$ cat src/verilog/steer_pkg.sv
package steer_pkg;

  // number of swap output enables and swap latch enables
  localparam int SWAP_OE_W = 3;
  localparam int SWAP_LE_W = 4;

  // inactive levels applied during reset (all active low)
  localparam logic [2:0] SWAP_OE_IDLE = 3'h7;
  localparam logic [3:0] SWAP_LE_IDLE = 4'hF;

  // width code of a transfer: 8, 16 or 32 bits
  typedef enum logic [1:0] {
    WIDTH_8  = 2'h0,
    WIDTH_16 = 2'h1,
    WIDTH_32 = 2'h2
  } width_t;

  // description of the cycle in progress, from the bus controller
  typedef struct packed {
    logic active;           // a bus cycle is in progress
    logic mismatch;         // master and slave widths differ
    logic bridge_write;     // write cycle started by the bridge
    width_t master_width;   // width of the initiating master
    width_t slave_width;    // width of the responding slave
    logic [3:0] lanes;      // byte lanes being moved this step
    logic latch_phase;      // data valid, latch now
    logic drive_phase;      // drive assembled data now
  } cycle_t;

  // buffer steering outputs
  typedef struct packed {
    logic [2:0] swap_out_enable_n;
    logic [3:0] swap_latch_enable_n;
    logic byte_copy_direction;
  } swap_ctl_t;

endpackage : steer_pkg

$ cat src/verilog/buffer_steer.sv
`timescale 1ns/10ps
`default_nettype none


module buffer_steer
  import steer_pkg::*;
(
  input wire logic clk,                 // bus clock, 100 MHz
  input wire logic rst_n,               // synchronous reset, active low
  input wire cycle_t cycle,             // cycle description from controller
  input wire logic eisa_master,         // EISA (not ISA) master owns the bus
  input wire logic addr_latch_req,      // close the address latch
  output swap_ctl_t swap_ctl,           // swap buffer control, registered
  output logic addr_latch_strobe_n,     // address latch strobe
  output logic upper_to_lower_addr_oe_n, // LA to SA enable
  output logic lower_to_upper_addr_oe_n  // SA to LA enable
);

  // ------------------------------------------------------------
  // decode
  // ------------------------------------------------------------

  // maps the four lane strobes onto the three output enables
  function automatic logic [2:0] lanes_to_oe(input logic [3:0] lanes);
    lanes_to_oe = {lanes[3] | lanes[2], lanes[1], lanes[0]};
  endfunction : lanes_to_oe

  wire logic mis_active;
  wire logic drive_ok;
  wire logic latch_ok;
  wire logic copy_up;
  wire logic [2:0] oe_nxt;
  wire logic [3:0] le_nxt;

  assign mis_active = cycle.active & cycle.mismatch;
  assign drive_ok = mis_active & cycle.drive_phase;
  assign latch_ok = mis_active & cycle.latch_phase & ~cycle.bridge_write;
  assign copy_up = cycle.master_width < cycle.slave_width;
  assign oe_nxt = drive_ok ? ~lanes_to_oe(cycle.lanes) : SWAP_OE_IDLE;
  assign le_nxt = latch_ok ? ~cycle.lanes : SWAP_LE_IDLE;

  // ------------------------------------------------------------
  // registers
  // ------------------------------------------------------------

  swap_ctl_t ctl_r;

  always_ff @(posedge clk) begin
    if (!rst_n) begin
      ctl_r <= '{swap_out_enable_n: SWAP_OE_IDLE, swap_latch_enable_n: SWAP_LE_IDLE,
                 byte_copy_direction: 1'b0};
    end else begin
      ctl_r.swap_out_enable_n <= oe_nxt;
      ctl_r.swap_latch_enable_n <= le_nxt;
      if (mis_active) begin
        ctl_r.byte_copy_direction <= copy_up;
      end
    end
  end

  assign swap_ctl = ctl_r;

  addr_steer u_addr (
    .clk(clk),
    .rst_n(rst_n),
    .eisa_master(eisa_master),
    .addr_latch_req(addr_latch_req),
    .addr_latch_strobe_n(addr_latch_strobe_n),
    .upper_to_lower_addr_oe_n(upper_to_lower_addr_oe_n),
    .lower_to_upper_addr_oe_n(lower_to_upper_addr_oe_n)
  );

  // ------------------------------------------------------------
  // checks
  // ------------------------------------------------------------

  AST_OE_ONLY_MIS: assert property (@(posedge clk) disable iff (!rst_n)
    !(cycle.active && cycle.mismatch) |=> swap_ctl.swap_out_enable_n == 3'h7)
    else $error("swap output enable outside mismatched cycle");
  AST_OE_UPPER: assert property (@(posedge clk) disable iff (!rst_n)
    drive_ok && cycle.lanes[3] |=> !swap_ctl.swap_out_enable_n[2])
    else $error("upper lanes not enabled");
  AST_LE_BRIDGE_WR: assert property (@(posedge clk) disable iff (!rst_n)
    cycle.bridge_write |=> swap_ctl.swap_latch_enable_n == 4'hF)
    else $error("latch enable during bridge write");
  AST_LE_LANE: assert property (@(posedge clk) disable iff (!rst_n)
    latch_ok |=> swap_ctl.swap_latch_enable_n == ~$past(cycle.lanes))
    else $error("latch enable lane mismatch");
  AST_COPY_DIR: assert property (@(posedge clk) disable iff (!rst_n)
    mis_active |=> swap_ctl.byte_copy_direction == $past(copy_up))
    else $error("copy direction wrong");
  AST_RESET_IDLE: assert property (@(posedge clk)
    !rst_n |=> swap_ctl.swap_out_enable_n == 3'h7 && swap_ctl.swap_latch_enable_n == 4'hF
      && upper_to_lower_addr_oe_n && lower_to_upper_addr_oe_n)
    else $error("enables active after reset edge");

  // ------------------------------------------------------------
  // checks: swap buffer steering per lane
  // ------------------------------------------------------------

  // each low lane owns its enable; a stuck bit here garbles only one byte
  AST_OE_LANE0: assert property (@(posedge clk) disable iff (!rst_n)
    drive_ok |=> swap_ctl.swap_out_enable_n[0] == !$past(cycle.lanes[0]))
    else $error("lane 0 output enable wrong");

  AST_OE_LANE1: assert property (@(posedge clk) disable iff (!rst_n)
    drive_ok |=> swap_ctl.swap_out_enable_n[1] == !$past(cycle.lanes[1]))
    else $error("lane 1 output enable wrong");

  // the shared upper enable must stay off when neither upper lane moves
  AST_OE_UPPER_OFF: assert property (@(posedge clk) disable iff (!rst_n)
    drive_ok && !cycle.lanes[3] && !cycle.lanes[2] |=> swap_ctl.swap_out_enable_n[2])
    else $error("upper lanes enabled without request");

  AST_OE_PHASE: assert property (@(posedge clk) disable iff (!rst_n)
    !cycle.drive_phase |=> swap_ctl.swap_out_enable_n == SWAP_OE_IDLE)
    else $error("swap output enable outside drive phase");

  AST_OE_NO_LANES: assert property (@(posedge clk) disable iff (!rst_n)
    drive_ok && cycle.lanes == 4'h0 |=> swap_ctl.swap_out_enable_n == SWAP_OE_IDLE)
    else $error("swap output enable with no lane");

  // a latch opening outside a mismatch would overwrite assembled data
  AST_LE_ONLY_MIS: assert property (@(posedge clk) disable iff (!rst_n)
    !mis_active |=> swap_ctl.swap_latch_enable_n == SWAP_LE_IDLE)
    else $error("latch enable outside mismatched cycle");

  AST_LE_PHASE: assert property (@(posedge clk) disable iff (!rst_n)
    !cycle.latch_phase |=> swap_ctl.swap_latch_enable_n == SWAP_LE_IDLE)
    else $error("latch enable outside latch phase");

  AST_LE_LANE0: assert property (@(posedge clk) disable iff (!rst_n)
    latch_ok |=> swap_ctl.swap_latch_enable_n[0] == !$past(cycle.lanes[0]))
    else $error("lane 0 latch enable wrong");

  AST_LE_LANE1: assert property (@(posedge clk) disable iff (!rst_n)
    latch_ok |=> swap_ctl.swap_latch_enable_n[1] == !$past(cycle.lanes[1]))
    else $error("lane 1 latch enable wrong");

  AST_LE_LANE2: assert property (@(posedge clk) disable iff (!rst_n)
    latch_ok |=> swap_ctl.swap_latch_enable_n[2] == !$past(cycle.lanes[2]))
    else $error("lane 2 latch enable wrong");

  AST_LE_LANE3: assert property (@(posedge clk) disable iff (!rst_n)
    latch_ok |=> swap_ctl.swap_latch_enable_n[3] == !$past(cycle.lanes[3]))
    else $error("lane 3 latch enable wrong");

  AST_LE_NO_LANES: assert property (@(posedge clk) disable iff (!rst_n)
    latch_ok && cycle.lanes == 4'h0 |=> swap_ctl.swap_latch_enable_n == SWAP_LE_IDLE)
    else $error("latch enable with no lane");

  // direction is judged from the widths alone, not from the phase
  AST_COPY_UP: assert property (@(posedge clk) disable iff (!rst_n)
    mis_active && cycle.master_width < cycle.slave_width |=> swap_ctl.byte_copy_direction)
    else $error("copy up not requested");

  AST_COPY_DOWN: assert property (@(posedge clk) disable iff (!rst_n)
    mis_active && cycle.master_width >= cycle.slave_width |=> !swap_ctl.byte_copy_direction)
    else $error("copy down not requested");

  // holding avoids a direction glitch between two steps of one cycle
  AST_COPY_HOLD: assert property (@(posedge clk) disable iff (!rst_n)
    !mis_active |=> $stable(swap_ctl.byte_copy_direction))
    else $error("copy direction moved outside mismatch");

  // ------------------------------------------------------------
  // checks: address transceiver steering
  // ------------------------------------------------------------

  // the first cycle after release still shows both enables off
  AST_ADDR_COMPL: assert property (@(posedge clk) disable iff (!rst_n)
    $past(rst_n) |-> upper_to_lower_addr_oe_n != lower_to_upper_addr_oe_n)
    else $error("address enables not complementary");

  AST_ADDR_ONE_ON: assert property (@(posedge clk) disable iff (!rst_n)
    $past(rst_n) |-> !(upper_to_lower_addr_oe_n && lower_to_upper_addr_oe_n))
    else $error("no address direction enabled");

  AST_ADDR_ISA_OFF: assert property (@(posedge clk) disable iff (!rst_n)
    $past(rst_n) && !eisa_master |=> upper_to_lower_addr_oe_n)
    else $error("LA to SA enabled for ISA master");

  AST_ADDR_EISA_OFF: assert property (@(posedge clk) disable iff (!rst_n)
    $past(rst_n) && eisa_master |=> lower_to_upper_addr_oe_n)
    else $error("SA to LA enabled for EISA master");

  AST_STROBE_LOW: assert property (@(posedge clk) disable iff (!rst_n)
    addr_latch_req |=> !addr_latch_strobe_n)
    else $error("address latch strobe not low after request");

  // an early rise would latch a half-settled address
  AST_STROBE_IDLE: assert property (@(posedge clk) disable iff (!rst_n)
    !addr_latch_req |=> addr_latch_strobe_n)
    else $error("address latch strobe low without request");

  AST_RESET_ADDR: assert property (@(posedge clk)
    !rst_n |=> addr_latch_strobe_n)
    else $error("address latch strobe active after reset edge");

endmodule : buffer_steer

`default_nettype wire

$ cat src/verilog/addr_steer.sv
`timescale 1ns/10ps
`default_nettype none

// address transceiver steering between the latched and system address buses
module addr_steer
  import steer_pkg::*;
(
  input wire logic clk,                 // bus clock
  input wire logic rst_n,               // synchronous reset, active low
  input wire logic eisa_master,         // an EISA master owns the bus
  input wire logic addr_latch_req,      // close the address latch; strobe goes low next cycle
  output logic addr_latch_strobe_n,     // rising edge latches LA[19:2]
  output logic upper_to_lower_addr_oe_n, // LA to SA direction enable
  output logic lower_to_upper_addr_oe_n  // SA to LA direction enable
);

  logic strobe_r;
  logic dir_r;
  logic oe_valid_r;

  always_ff @(posedge clk) begin
    if (!rst_n) begin
      strobe_r <= 1'b1;
      dir_r <= 1'b1;
      oe_valid_r <= 1'b0;
    end else begin
      strobe_r <= ~addr_latch_req;
      dir_r <= eisa_master;
      oe_valid_r <= 1'b1;
    end
  end

  assign addr_latch_strobe_n = strobe_r;
  assign upper_to_lower_addr_oe_n = ~(oe_valid_r & dir_r);
  // exact complement from the first clock edge after reset release
  assign lower_to_upper_addr_oe_n = ~(oe_valid_r & ~dir_r);

  AST_ADDR_EXCL: assert property (@(posedge clk) disable iff (!rst_n)
    !(!upper_to_lower_addr_oe_n && !lower_to_upper_addr_oe_n))
    else $error("both address directions enabled");
  AST_ADDR_DIR: assert property (@(posedge clk) disable iff (!rst_n)
    $past(rst_n) && eisa_master |=> !upper_to_lower_addr_oe_n)
    else $error("LA to SA enable missing for EISA master");
  AST_ADDR_ISA: assert property (@(posedge clk) disable iff (!rst_n)
    $past(rst_n) && !eisa_master |=> !lower_to_upper_addr_oe_n)
    else $error("SA to LA enable missing for ISA master");
  AST_STROBE: assert property (@(posedge clk) disable iff (!rst_n)
    addr_latch_req ##1 !addr_latch_req |-> !addr_latch_strobe_n ##1 addr_latch_strobe_n)
    else $error("address latch strobe edge misplaced");

endmodule : addr_steer

`default_nettype wire

$ cat config.mk
export PLATFORM = sky130hd
export DESIGN_NAME = buffer_steer
export DESIGN_NICKNAME = d
export VERILOG_FILES = /design/src/verilog/steer_pkg.sv /design/src/verilog/buffer_steer.sv /design/src/verilog/addr_steer.sv
export SDC_FILE = /design/constraint.sdc
export NUM_CORES = 1
export LEC_CHECK = 0
export BUFFER_PORTS_ARGS = -buffer_cell sky130_fd_sc_hd__buf_2
export CAP_MARGIN = 20
export CORE_AREA = 2 2 39 41
export DETAILED_ROUTE_END_ITERATION = 12
export DIE_AREA = 0 0 41 43
export GPL_TIMING_DRIVEN = 0
export PLACE_DENSITY = 0.62
export SKIP_CTS_REPAIR_TIMING = 1
export SLEW_MARGIN = 0
export SYNTH_ARGS = -nofsm -noshare
export SYNTH_HDL_FRONTEND = slang
export SYNTH_SLANG_ARGS = --single-unit
export TNS_END_PERCENT = 50
$ cat constraint.sdc
create_clock -name clk -period 1.27 [get_ports clk]
set_input_delay 0 -clock clk [delete_from_list [all_inputs] [get_ports clk]]
set_output_delay 0 -clock clk [all_outputs]
set_load 0.01 [all_outputs]
==> impl_results.md <==
* Outcome: finished clean
* All-Layer GR Usage at 0.0807
* Initial core utilization at 0.241
* Crit path time final at 1.16 ns
* Post-route clock period utilization at 0.911
* Yosys cell types at 10
* Layout net count at 91
* Unrepaired setup endpoints after global routing: false
* Critical Path Start: eisa_master
* Post-DP HPWL at 543 um
* Finished Core Util at 0.438
* Worst reg2reg path startpoint: swap_ctl[0]$_SDFFE_PN0P_
* Mapped Nets at 50
* Antenna violations before repair at 0
* Drt wl/cell at slightly below 8 um
* Synthesized instance count at 32
* Mux share of post-synthesis cell area at 0
* Setup_tns at 0 ns
* Pin count of the biggest net entering global routing at 8
* Clock slew at reported path FFs at 0.06 ns
* R2R Setup Slk at between 0.6 and 0.7 ns
* Share of post-route cells with drive strength above 1 at 0.431
* Rel. slew slack at 0.876
* Final Max Tran Viols at 0
* CTS Buf Count at 3
* Ys Warns at 0
* Die width at 41 um
* Main combinational cell family by area after synthesis: simple AND/OR/NAND/NOR gates
* Placed Area at around 500 um^2
* Final GP Congestion at 0.565
* Inserted Diodes at 0
* Most common cell after layout, fill and taps aside: buf_2
* Iter 0 DRT Violations at 0
* Grt ovf at 0
* Dominant cell type by area after synthesis: dfxtp_1
* Vias in the first global route at roughly 260
* Synthesis-stage register bit count at 11
* Max Root-Sink Buffers at 2
* Total number of vias at ~340
* Max Fclk at between 800 and 900 MHz
* CP startpoint kind: primary input
* Design area at just over 600 um^2
* # Max-Cap Violations at 0
* Setup crit end kind: flip-flop
* I/O pin cnt at 28
* P_leak at roughly 0.28 nW
* Average size of a mapped cell at about 10 um^2
* DRT Pass-1 Iters at 1
* Root Driver: clkbuf_4
* Synth Area in Adders at 0.0375
* Crit-path max FO at 1
* Post-synth top area share at 0.659
* Final ANT Viol Nets at 0
* Pwr dens at between 1000 and 1500 nW/um^2
* IO buf count at 27
* Hold Crit Class: in2reg
* H-tree levels at 1
* Cell area after synthesis at 334 um^2
* Worst-margin pin slew at 0.185 ns
* Die ar. at around 1800 um^2
* Hold Crit Start: cycle[0]
* CP required at approximately 1.4 ns
* Layout area overhead at 81.3%
* Post-DR vias/cell at 3.91
* Chip height at ~43 um
* Clock sinks at 11
* Peak supply drop at about 0.48 mV
* First-pass GRT wire length at 897 um
* Routed wire length at a little under 700 um
* Synth Area in Compound Gates at 0.0599
* Synth Area in Simple Gates at 0.221
* Clk_skew at 0 ns
* Worst skew pair latency at between 0.2 and 0.3 ns
* Pwr Total at between 0.0006 and 0.0007 W
* Crit Path Class: in2reg
* CTS tree: done
* Arrival @ worst endpoint at ~1.3 ns
* XOR/XNOR Fraction of Synth Area at 0
* Final hold violations at 0
* Total core area at about 1400 um^2
* DRC errors left at 0
* Core Rows at 14
* Register area share after synthesis at 0.659
* Largest cells by area after synthesis: dfxtp_1, nand2_1, and4bb_2
* Most frequent cells in the layout: buf_2, dfxtp_1, nand2_1
* Final setup vio count at 0
==> synth_stat cells, drive strengths merged <==
cell type,number
nand2b,2
dfxtp,11
o21ai,2
nand2,10
ha,1
inv,2
a32o,1
and4bb,1
nor2,1
nor3b,1
==> registers in the layout, summed over array words and instances (netlist names) <==
register	count
u_addr.dir_r	1
swap_ctl	8
u_addr.addr_latch_strobe_n	1
u_addr.oe_valid_r	1
==> report_power, final <==
part,internal [W],switching (W),total [W]
registers,0.000355,0.00000289,0.000358
logic,0.0000509,0.0000290,0.0000798
clock network,0.000121,0.000103,0.000224
total,0.000527,0.000135,0.000662
==> final cells by class <==
type / count / area, um^2
flip-flops and latches: 11 / 220
clock buffers: 4 / 26.3
fillers: 147 / 778
repair buffers: 36 / 225
multi-input cells: 19 / 106
inverters: 2 / 7.51
well taps: 16 / 20.0
==> per-stage QoR <==
stage	setup WS [ns]	std cells	hold slack [ns]
after floorplan	0.628	32	0.0277
after global placement	0.531	75	0.172
after detailed placement	0.516	75	0.178
after CTS	0.442	79	-0.106
after global routing	0.0528	88	0.0575
final	0.113	88	0.0251
==> cell families (layout without fill, tap and decap cells) <==
| group | after synthesis | count (layout) |
|---|---|---|
| adders and majority gates | 1 | 1 |
| AOI/OAI and AO/OA | 3 | 3 |
| DFF | 11 | 11 |
| and+or+nand+nor | 15 | 15 |
| buffers and inverters | 2 | 42 |
==> per-layer routing <==
layer,share of wire,routed length (um),GRT usage
met4,0,0,0.0200
met1,0.35,240,0.0588
met2,0.51,349,0.141
met3,0.14,99,0.0733
met5,0,0,0
==> critical path: stages <==
cell	delay, ns
dlygate4sd3_1	0.53
buf_2	0.11
nand2b_1	0.12
dlygate4sd3_1	0.54
==> worst paths after layout <==
kind | endpoint | cells after the start
max | u_addr.dir_r$_SDFF_PN1_ | 4
min | swap_ctl[6]$_SDFF_PN1_ | 4
max reg2reg | swap_ctl[0]$_SDFFE_PN0P_ | 1
min reg2reg | swap_ctl[0]$_SDFFE_PN0P_ | 1
Power figures use the tool's default switching activity.
